`config.mk`:
```
export PLATFORM = sky130hd
export DESIGN_NAME = fp_operand_format_unpacker
export DESIGN_NICKNAME = d
export VERILOG_FILES = /design/src/hdl/fp_unpack_pkg.sv /design/src/hdl/fp_operand_format_unpacker.sv
export SDC_FILE = /design/constraint.sdc
export NUM_CORES = 1
export LEC_CHECK = 0
export BUFFER_PORTS_ARGS = -buffer_cell sky130_fd_sc_hd__buf_2
export CORE_AREA = 4 4 265 267
export DETAILED_ROUTE_END_ITERATION = 8
export DIE_AREA = 0 0 269 271
export HOLD_SLACK_MARGIN = 0.02
export PLACE_DENSITY_LB_ADDON = 0.12
export SLEW_MARGIN = 20
export SYNTH_ARGS = -nofsm -noshare
export SYNTH_HDL_FRONTEND = slang
export SYNTH_SLANG_ARGS = --single-unit
```
`constraint.sdc`:
```
create_clock -name i_mclk -period 3.4 [get_ports i_mclk]
set_clock_uncertainty 0.05 [all_clocks]
set_input_delay 0.51 -clock i_mclk [delete_from_list [all_inputs] [get_ports i_mclk]]
set_output_delay 0.51 -clock i_mclk [all_outputs]
set_load 0.02 [all_outputs]
```
`src/hdl/fp_unpack_pkg.sv`:
```
// package: operand format constants for the operand unpacker
// assumes: used with package::name, nothing imported
package fp_unpack_pkg;
	// format select codes
	typedef enum logic [1:0] {FMT_SINGLE, FMT_DOUBLE, FMT_EXTENDED, FMT_OTHER} fp_format_t;
	// class codes
	typedef enum logic [2:0] {CLS_ZERO, CLS_DENORMAL, CLS_NORMAL, CLS_INFINITY,
		CLS_QNAN, CLS_SNAN} fp_class_t;
	// packed lane size codes
	typedef enum logic [1:0] {LANE_BYTE, LANE_WORD, LANE_DWORD, LANE_QWORD} lane_size_t;

	localparam int SGL_EXP_W = 8;
	localparam int SGL_FRAC_W = 23;
	localparam int DBL_EXP_W = 11;
	localparam int DBL_FRAC_W = 52;
	localparam int EXT_EXP_W = 15;
	localparam int EXT_FRAC_W = 63;
	localparam int EXT_INT_POS = 63;
	localparam int EXT_FRAC_MSB = 62;
	localparam int SGL_SIGN_POS = 31;
	localparam int DBL_SIGN_POS = 63;
	localparam int EXT_SIGN_POS = 79;
	localparam logic [15:0] SGL_BIAS = 16'd127;
	localparam logic [15:0] DBL_BIAS = 16'd1023;
	localparam logic [15:0] EXT_BIAS = 16'd16383;
	localparam logic [3:0] SGL_BYTES = 4'd4;
	localparam logic [3:0] DBL_BYTES = 4'd8;
	localparam logic [3:0] EXT_BYTES = 4'd10;
	localparam int NEAR_OFS_W = 32;
	localparam int FAR_SEL_W = 16;
	localparam int FAR_PTR_W = 48;
	localparam int FIELD_MAX_LEN = 32;
	localparam logic [32:0] STRING_MAX_BYTES = 33'h0FFFFFFFF;
	localparam int SIMD_NARROW_W = 64;
	localparam int SIMD_WIDE_W = 128;
	localparam logic [79:0] RESET_WORD = 80'h0;
endpackage

```
`src/hdl/fp_operand_format_unpacker.sv`:
```
// holds: registered unpacker and classifier for memory operand formats
// assumes: operand word is right aligned, one request per cycle, inputs synchronous
//
// Behaviour
// - single and double store fraction only
// - implied integer bit one except zero/denormal
// - extended integer bit 63, fraction top 62
// - extended integer bit copied from operand bit 63, not from class
// - unbias exponent by 127, 1023, 16383
// - signaling nan has top fraction clear
// - transfer 4, 8 or 10 bytes
// - near pointer is 32-bit offset
// - far pointer selector plus offset, 48 bits
// - bit field start 0 to 31, up to 32
// - strings up to 4 GBytes, any bit
// - packed operands 64 or 128 bits
// - 64-bit operand into independent lanes
module fp_operand_format_unpacker #(
	parameter int FIELD_LEN_W = 6
)(
	input wire logic i_mclk,
	input wire logic i_reset,
	input wire logic i_valid,
	input wire logic [79:0] i_operand,
	input wire logic [1:0] i_format,
	input wire logic [127:0] i_simd_operand,
	input wire logic i_simd_wide,
	input wire logic [1:0] i_lane_size,
	input wire logic [4:0] i_field_start,
	input wire logic [FIELD_LEN_W-1:0] i_field_len,
	input wire logic [32:0] i_string_len,
	output logic o_valid,
	output logic o_sign,
	output logic [15:0] o_biased_exp,
	output logic signed [16:0] o_unbiased_exp,
	output logic o_integer_bit,
	output logic [62:0] o_fraction,
	output logic [2:0] o_class,
	output logic [3:0] o_byte_count,
	output logic [79:0] o_default_nan,
	output logic [31:0] o_near_offset,
	output logic [15:0] o_far_selector,
	output logic [31:0] o_far_offset,
	output logic [31:0] o_field_value,
	output logic o_field_error,
	output logic o_string_error,
	output logic [127:0] o_simd_lanes,
	output logic o_simd_error
);
	if (FIELD_LEN_W < 6 || FIELD_LEN_W > 8)
	begin
		$error("FIELD_LEN_W must be 6 to 8");
	end

	// ****************************************
	// field split helpers
	// ****************************************
	function automatic fp_unpack_pkg::fp_class_t classify(input logic exp_zero,
		input logic exp_ones, input logic frac_zero, input logic frac_top);
		fp_unpack_pkg::fp_class_t c;
		c = fp_unpack_pkg::CLS_NORMAL;
		if (exp_zero)
			c = frac_zero ? fp_unpack_pkg::CLS_ZERO : fp_unpack_pkg::CLS_DENORMAL;
		else if (exp_ones)
		begin
			if (frac_zero)
				c = fp_unpack_pkg::CLS_INFINITY;
			else if (frac_top)
				c = fp_unpack_pkg::CLS_QNAN;
			else
				c = fp_unpack_pkg::CLS_SNAN;
		end
		return c;
	endfunction

	function automatic logic [31:0] lane_mask(input logic [5:0] len);
		logic [31:0] m;
		m = 32'hFFFFFFFF;
		if (len < 6'h20)
			m = ~(32'hFFFFFFFF << len[4:0]);
		return m;
	endfunction

	// ****************************************
	// format decode
	// ****************************************
	logic sign_w;
	logic [15:0] exp_w;
	logic [62:0] frac_w;
	logic ext_int_w;
	logic exp_zero_w;
	logic exp_ones_w;
	logic frac_top_w;
	logic [15:0] bias_w;
	logic [3:0] bytes_w;
	fp_unpack_pkg::fp_class_t class_w;

	always_comb
	begin
		sign_w = 1'b0;
		exp_w = 16'h0000;
		frac_w = 63'h0;
		ext_int_w = 1'b0;
		exp_zero_w = 1'b0;
		exp_ones_w = 1'b0;
		frac_top_w = 1'b0;
		bias_w = fp_unpack_pkg::SGL_BIAS;
		bytes_w = fp_unpack_pkg::SGL_BYTES;
		unique case (fp_unpack_pkg::fp_format_t'(i_format))
			fp_unpack_pkg::FMT_SINGLE:
			begin
				sign_w = i_operand[fp_unpack_pkg::SGL_SIGN_POS];
				exp_w = {8'h00, i_operand[30:23]};
				frac_w = {i_operand[22:0], 40'h0};
				exp_zero_w = (i_operand[30:23] == 8'h00);
				exp_ones_w = (i_operand[30:23] == 8'hFF);
				bias_w = fp_unpack_pkg::SGL_BIAS;
				bytes_w = fp_unpack_pkg::SGL_BYTES;
			end
			fp_unpack_pkg::FMT_DOUBLE:
			begin
				sign_w = i_operand[fp_unpack_pkg::DBL_SIGN_POS];
				exp_w = {5'h00, i_operand[62:52]};
				frac_w = {i_operand[51:0], 11'h0};
				exp_zero_w = (i_operand[62:52] == 11'h000);
				exp_ones_w = (i_operand[62:52] == 11'h7FF);
				bias_w = fp_unpack_pkg::DBL_BIAS;
				bytes_w = fp_unpack_pkg::DBL_BYTES;
			end
			fp_unpack_pkg::FMT_EXTENDED:
			begin
				sign_w = i_operand[fp_unpack_pkg::EXT_SIGN_POS];
				exp_w = {1'b0, i_operand[78:64]};
				ext_int_w = i_operand[fp_unpack_pkg::EXT_INT_POS];
				frac_w = i_operand[fp_unpack_pkg::EXT_FRAC_MSB:0];
				exp_zero_w = (i_operand[78:64] == 15'h0000);
				exp_ones_w = (i_operand[78:64] == 15'h7FFF);
				bias_w = fp_unpack_pkg::EXT_BIAS;
				bytes_w = fp_unpack_pkg::EXT_BYTES;
			end
			default:
			begin
				exp_zero_w = 1'b1;
			end
		endcase
		frac_top_w = frac_w[62];
		class_w = classify(exp_zero_w, exp_ones_w, frac_w == 63'h0, frac_top_w);
	end

	// ****************************************
	// float outputs
	// ****************************************
	always_ff @(posedge i_mclk)
	begin
		if (i_reset)
		begin
			o_valid <= 1'b0;
			o_sign <= 1'b0;
			o_biased_exp <= 16'h0000;
			o_unbiased_exp <= 17'h00000;
			o_integer_bit <= 1'b0;
			o_fraction <= 63'h0;
			o_class <= 3'h0;
			o_byte_count <= 4'h0;
			o_default_nan <= fp_unpack_pkg::RESET_WORD;
		end
		else
		begin
			o_valid <= i_valid;
			if (i_valid)
			begin
				o_sign <= sign_w;
				o_biased_exp <= exp_w;
				o_unbiased_exp <= $signed({1'b0, exp_w}) - $signed({1'b0, bias_w});
				o_integer_bit <= (i_format == 2'(fp_unpack_pkg::FMT_EXTENDED)) ? ext_int_w
					: !exp_zero_w;
				o_fraction <= frac_w;
				o_class <= 3'(class_w);
				o_byte_count <= bytes_w;
				unique case (fp_unpack_pkg::fp_format_t'(i_format))
					fp_unpack_pkg::FMT_SINGLE: o_default_nan <= {48'h0, 32'hFFC00000};
					fp_unpack_pkg::FMT_DOUBLE: o_default_nan <= {16'h0, 64'hFFF8000000000000};
					fp_unpack_pkg::FMT_EXTENDED: o_default_nan <= 80'hFFFFC000000000000000;
					default: o_default_nan <= fp_unpack_pkg::RESET_WORD;
				endcase
			end
		end
	end

	// ****************************************
	// pointers, fields, strings
	// ****************************************
	always_ff @(posedge i_mclk)
	begin
		if (i_reset)
		begin
			o_near_offset <= 32'h0;
			o_far_selector <= 16'h0;
			o_far_offset <= 32'h0;
			o_field_value <= 32'h0;
			o_field_error <= 1'b0;
			o_string_error <= 1'b0;
		end
		else if (i_valid)
		begin
			o_near_offset <= i_operand[fp_unpack_pkg::NEAR_OFS_W-1:0];
			o_far_offset <= i_operand[31:0];
			o_far_selector <= i_operand[fp_unpack_pkg::FAR_PTR_W-1:32];
			o_field_value <= 32'(i_operand[63:0] >> i_field_start) & lane_mask(6'(i_field_len));
			o_field_error <= (i_field_len > FIELD_LEN_W'(fp_unpack_pkg::FIELD_MAX_LEN));
			o_string_error <= (i_string_len > fp_unpack_pkg::STRING_MAX_BYTES);
		end
	end

	// ****************************************
	// packed lanes
	// ****************************************
	always_ff @(posedge i_mclk)
	begin
		if (i_reset)
		begin
			o_simd_lanes <= 128'h0;
			o_simd_error <= 1'b0;
		end
		else if (i_valid)
		begin
			o_simd_lanes <= i_simd_wide ? i_simd_operand : {64'h0, i_simd_operand[63:0]};
			o_simd_error <= !i_simd_wide && (i_lane_size == 2'(fp_unpack_pkg::LANE_QWORD));
		end
	end
endmodule

```
==> results of run 1 <==
-- worst max-delay path: stages --
cell       delay [ps]
buf_2             130
inv_1             170
ha_1              260
buf_4             350
a222oi_1          210
nor4b_1           730
a2111oi_2         210
o31ai_2           390
o21ai_0           150
a211o_1           230
-- stage by stage --
stage / setup slack (ps) / setup TNS (ps)
2_1_floorplan: 60.39 / 0
3_3_place_gp: -225.3 / -553.9
3_5_place_dp: -107.9 / -130.0
4_1_cts: 470.3 / 0
5_1_grt: 184.4 / 0
6_report: 427.5 / 0
-- cells in the final DEF (no fill, tap or decap), drive strengths merged, types with 43 or more instances in the layout --
| master | Yosys | final |
|---|---|---|
| nor3 | 55 | 55 |
| dfxtp | 317 | 317 |
| conb | 1 | 43 |
| nand2 | 100 | 100 |
| mux2i | 190 | 190 |
| a21oi | 115 | 115 |
| buf | 169 | 672 |
| mux4 | 51 | 51 |
| nor2 | 340 | 340 |
| a22oi | 98 | 98 |
| clkbuf | 110 | 56 |
-- routing by layer --
metal	global-route usage [%]	vias up	routed length (microns)	part of all wire, %
li1	-	7451	-	-
met1	25.78	7956	32120	39
met2	38.00	705	41610	51
met3	5.511	140	6230	7.6
met4	5.599	16	2057	2.5
met5	0	-	98	0.12
-- area by class of cell --
cell class	count	area (sq um)	area share (%)
multi-input combinational	1268	8705	41.15
sequential	317	6346	30.00
timing repair buffer	672	3646	17.24
clock buffer	56	1131	5.347
tap	882	1104	5.217
clock inverter	14	143.9	0.6802
inverter	14	57.56	0.2721
antenna	8	20.02	0.09464
-- registers in the layout, indices dropped and copies added (netlist names), 3 cells and up --
| register | flops |
|---|---|
| o_simd_lanes | 128 |
| o_fraction | 63 |
| o_far_offset | 32 |
| o_field_value | 32 |
| o_unbiased_exp | 17 |
| o_far_selector | 16 |
| o_biased_exp | 15 |
| o_class | 3 |
| o_default_nan | 3 |
-- power groups by stage --
stage          clock [mW]  combinational, mW  sequential [mW]
4_1_cts              4.37               2.32             4.04
3_3_place_gp            0               2.30             4.12
6_report             4.24               2.31             4.04
3_5_place_dp            0               2.31             4.12
2_1_floorplan           0               1.20             4.34
5_1_grt              4.53               2.48             4.07
-- worst paths after layout --
check                                                     from                         endpoint  slack, ps  cells past startpoint
worst min register to register  o_field_value[10]$_SDFFE_PP0P_   o_field_value[10]$_SDFFE_PP0P_        400                      1
worst min-delay path                        i_simd_operand[75]    o_simd_lanes[75]$_SDFFE_PP0P_        140                      3
worst max-delay path                               i_format[0]  o_unbiased_exp[12]$_SDFFE_PP0P_        430                     10
worst max register to register    o_byte_count[1]$_SDFFE_PP0P_     o_byte_count[1]$_SDFFE_PP0P_       2340                      2
-- kinds of logic (layout without fill, tap and decap cells) --
logic type | count (synthesis) | in the layout
AND/OR/NAND/NOR | 579 | 579
AO/OA/AOI/OAI | 362 | 362
flip-flops | 317 | 317
buffers and inverters | 293 | 756
multiplexers | 265 | 265
adder cells (fa/ha/maj) | 12 | 12
XOR/XNOR | 7 | 7
other | 1 | 51
==> results.sh, run 1 <==
export IMPL_placed_cell_area_sq_um=19860
export IMPL_synth_edf_count=0
export IMPL_synthFlopType="dfxtp_1"
export IMPL_power_total_mw=10.58
export IMPL_dieArea_sq_um=72900
export IMPL_synth_top_area_cell="dfxtp_1"
export IMPL_num_vias=16268
export IMPL_cts_tree="yes"
export IMPL_num_nets_final=2585
export IMPL_p_switching_mw=3.379
export IMPL_outcome="completed"
export IMPL_max_slew_worst_pin_slew_ps=1009
export IMPL_cts_root_buf="clkbuf_16"
export IMPL_synthSimpleGateAreaFrac_pct=14.89
export IMPL_io_buffer_count=613
export IMPL_synth_area_sq_um=16430
export IMPL_cts_setup_buffers=0
export IMPL_p_per_area_nw_per_um2=500.3
export IMPL_cts_max_level=2
export IMPL_p_sw_share_pct=31.93
export IMPL_setup_viol=0
export IMPL_grt_max_degree=144
export IMPL_clock_sinks=317
export IMPL_core_sq_um=68110
export IMPL_synth_xor_area_share_pct=0.3731
export IMPL_insertion_delay_ps=550
export IMPL_drtIter0Drc=1439
export IMPL_grt_pass1_wl_mm=116.0
export IMPL_p_clk_share_pct=40.0
export IMPL_synthMuxAreaShare_pct=20.21
export IMPL_synth_avg_cell_area_sq_um=8.951
export IMPL_slew_violations=0
export IMPL_die_x_microns=269
export IMPL_syn_inst=1836
export IMPL_io_pins=689
export IMPL_synth_compound_area_share_pct=15.36
export IMPL_finalCritPeriodShare_pct=87.43
export IMPL_power_frac_seq_pct=38.2
export IMPL_hp_class="in -> reg"
export IMPL_p_int_mw=7.203
export IMPL_drtPass1Iterations=7
export IMPL_overflow=0
export IMPL_synthTopCellsByArea="dfxtp_1 39%, mux2i_1 12%, nor2_1 7.8%, mux4_2 7.0%, buf_4 5.1%"
export IMPL_startpoint_type="primary input"
export IMPL_clockBufferDepth=3
export IMPL_synth_cell_type_count=63
export IMPL_routedWlPerCell_microns=25.41
export IMPL_clkTransAtPathRegs_ps=60
export IMPL_rsz0062_at_grt="false"
export IMPL_synth_fa_ha_area_share_pct=0.9137
export IMPL_arrival_ps=3360
export IMPL_crit_type="in -> reg"
export IMPL_ir_drop_mv=0.2923
export IMPL_synth_top_family_by_area="multiplexers"
export IMPL_design_area_sq_um=21150
export IMPL_pwr_share_comb_pct=21.8
export IMPL_gp_congestion=0.8875
export IMPL_critPathRequiredTime_ps=3780
export IMPL_drive_gt1_share_pct=35.07
export IMPL_async_flop_share_pct=0
export IMPL_cts_hold_buf=0
export IMPL_area_growth_pct=28.72
export IMPL_fillers=7304
export IMPL_cp_max_fo=31
export IMPL_hold_viol=0
export IMPL_leakagePower_nw=9.905
export IMPL_cts_resized=0
export IMPL_utilization_pct=31.06
export IMPL_synth_ff_latch_count=317
export IMPL_start_util_pct=24.13
export IMPL_cts_buffers_inserted=40
export IMPL_cp_end_kind="flop"
export IMPL_yosysMostFrequentCell="nor2_1"
export IMPL_yosysWarnings=0
export IMPL_hold_worst_slack_ps=141.7
export IMPL_synth_top_area_share_pct=38.62
export IMPL_slew_headroom_pct=32.60
export IMPL_drcViolationCount=0
export IMPL_die_h_microns=271
export IMPL_ys_top_cells_by_count="340 x nor2_1, 317 x dfxtp_1, 190 x mux2i_1"
export IMPL_fin_cells=3231
export IMPL_num_rows=96
export IMPL_ys_seq_area_share_pct=38.62
export IMPL_grt_pass1_vias=15892
export IMPL_max_cap_violations=0
export IMPL_grt_total_usage_pct=21.48
export IMPL_placed_cells=3153
export IMPL_antenna_found_initial=21
export IMPL_max_freq_mhz=336.4
export IMPL_vias_per_cell=5.035
export IMPL_routed_wl_mm=82.11
export IMPL_hpwl_mm=63.30
export IMPL_ant_nets=0
export IMPL_post_route_min_period_ps=2973
(Power assumes the default switching activity.)
==> inputs of run 2 (changes only) <==
CELL_PAD_IN_SITES_DETAIL_PLACEMENT = 0   (was unset)
CELL_PAD_IN_SITES_GLOBAL_PLACEMENT = 1   (was unset)
CORE_AREA = 4 4 268 270   (was 4 4 265 267)
DIE_AREA = 0 0 272 274   (was 0 0 269 271)
==> results.sh, run 2 (synthesis gave the netlist of run 1 again) <==
export IMPL_outcome="completed"
export IMPL_drtIter0Drc=1339
export IMPL_max_stage_delay_ps=670
export IMPL_path_cells="buf_2 -> inv_1 -> ha_1 -> buf_4 -> a222oi_1 -> nor4b_1 -> a2111oi_2 -> o31ai_2 -> o21ai_0 -> a211o_1"
export IMPL_cts_resized=0
export IMPL_critical_path_top_delay_family="compound AO/OA/AOI/OAI gates"
export IMPL_slowest_stage="nor4b_1"
export IMPL_wl_met2_mm=41.69
export IMPL_grt_pass1_wl_mm=115.5
export IMPL_cts_max_level=2
export IMPL_holdCritStartpoint="i_simd_operand[105]"
export IMPL_hp_class="in -> reg"
export IMPL_top_regs="o_simd_lanes (128), o_fraction (63)"
export IMPL_layout_cells_most_common_list="610 x buf_2, 339 x nor2_1, 317 x dfxtp_1"
export IMPL_hold_viol=0
export IMPL_dieArea_sq_um=74530
export IMPL_hold_depth=3
export IMPL_num_nets_final=2577
export IMPL_clkTransAtPathRegs_ps=60
export IMPL_rr_worst_depth=2
export IMPL_highest_layer="met5"
export IMPL_cp_end_kind="flop"
export IMPL_grt_pass1_vias=15528
export IMPL_cts_tree="yes"
export IMPL_leakagePower_nw=9.925
export IMPL_drive_gt1_share_pct=35.07
export IMPL_slew_violations=0
export IMPL_r2r_start="o_byte_count[1]$_SDFFE_PP0P_"
export IMPL_cts_setup_buffers=0
export IMPL_insertion_delay_ps=570
export IMPL_max_cap_violations=0
export IMPL_whs_endpoint="o_simd_lanes[105]$_SDFFE_PP0P_"
export IMPL_routed_wl_mm=83.62
export IMPL_arrival_ps=3250
export IMPL_drtPass1Iterations=7
export IMPL_drt_met1_wl_mm=31.93
export IMPL_largest_register_ff_count=128
export IMPL_finalCritPeriodShare_pct=83.14
export IMPL_worst_slack_ps=573.2
export IMPL_gp_congestion=0.8620
export IMPL_die_h_microns=274
export IMPL_overflow=0
export IMPL_utilization_pct=30.58
export IMPL_slew_headroom_pct=30.18
export IMPL_grt_total_usage_pct=21.04
export IMPL_routedWlPerCell_microns=25.49
export IMPL_setup_viol=0
export IMPL_antenna_found_initial=21
export IMPL_ir_drop_mv=0.3356
export IMPL_max_freq_mhz=353.8
export IMPL_clock_sinks=317
export IMPL_num_rows=97
export IMPL_cts_root_buf="clkbuf_16"
export IMPL_cts_hold_buf=0
export IMPL_dr_wl_met3_mm=7.129
export IMPL_area_growth_pct=29.39
export IMPL_rsz0062_at_grt="false"
export IMPL_layout_commonest_cell="buf_2"
export IMPL_power_total_mw=10.91
export IMPL_hpwl_mm=63.73
export IMPL_post_route_min_period_ps=2827
export IMPL_num_vias=16086
export IMPL_timing_rr_end="o_byte_count[1]$_SDFFE_PP0P_"
export IMPL_cp_max_fo=31
export IMPL_fin_tns_setup_ps=0
export IMPL_place_ws_ps=5.540
export IMPL_p_per_area_nw_per_um2=513.2
export IMPL_io_buffer_count=613
export IMPL_rrSetupSlack_ps=2340
export IMPL_start_util_pct=23.63
export IMPL_ant_nets=0
export IMPL_critPathRequiredTime_ps=3820
export IMPL_cts_buffers_inserted=43
export IMPL_crit_type="in -> reg"
export IMPL_startpoint_type="primary input"
export IMPL_io_pins=689
export IMPL_drcViolationCount=0
export IMPL_clockBufferDepth=3
export IMPL_max_slew_worst_pin_slew_ps=1045
export IMPL_core_sq_um=69540
export IMPL_die_x_microns=272
export IMPL_grt_max_degree=173
export IMPL_regMostFlops="o_simd_lanes"
export IMPL_vias_per_cell=4.903
export IMPL_crit_buf_inv=3
run 2: cell types whose count changed in the layout (fill, tap and decap cells not counted), sizes merged:
cell,change
buf,-12
inv,+8
diode,-5
clkbuf,+2
bufinv,-1
run 2: power breakdown:
group          internal [mW]  leakage, nW  total, mW  switching, mW
clock network           2.62        0.696       4.57           1.95
logic                  0.802         6.63       2.30           1.50
registers               3.92         2.60       4.04          0.120
run 2: layer usage:
metal  track usage [%]  up-vias
met4             6.241       22
met1             24.80     7781
met3             6.117      155
met2             37.08      700
met5                 0        -
li1                  -     7428
run 2: metrics by stage:
step,hold slack (ps),cell area (sq um),instances
after floorplan,483.8,16600,1878
after CTS,63.01,21260,3278
after global placement,390.9,19850,3200
final,108.0,21260,3281
after global routing,92.60,21260,3278
after detailed placement,399.0,19850,3200
run 2: worst register-to-register path: cells and delay by family, from the launching register on:
family        cells  cell delay [ps]
flops             1              680
simple gates      1              110
mux               1              160
run 2: final cells by class:
cell class,count,area (sq um)
Tap cell,940,1176
Sequential cell,317,6346
Fill cell,7502,48280
Antenna cell,3,7.507
Clock inverter,21,195.2
Clock buffer,57,1209
Multi-Input combinational cell,1268,8697
Timing Repair Buffer,661,3575
Inverter,14,57.56
run 2: worst max-delay path by stage:
stage / startpoint / end / slack, ps / depth (start not counted)
floorplan: i_format[0] / o_unbiased_exp[14]$_SDFFE_PP0P_ / 60 / 14
global placement: i_format[0] / o_unbiased_exp[12]$_SDFFE_PP0P_ / -20 / 12
finish: i_format[1] / o_unbiased_exp[12]$_SDFFE_PP0P_ / 570 / 10
detailed placement: i_format[1] / o_unbiased_exp[12]$_SDFFE_PP0P_ / 6 / 10
global route: i_format[0] / o_unbiased_exp[12]$_SDFFE_PP0P_ / 370 / 12
CTS: i_format[0] / o_unbiased_exp[12]$_SDFFE_PP0P_ / 620 / 11
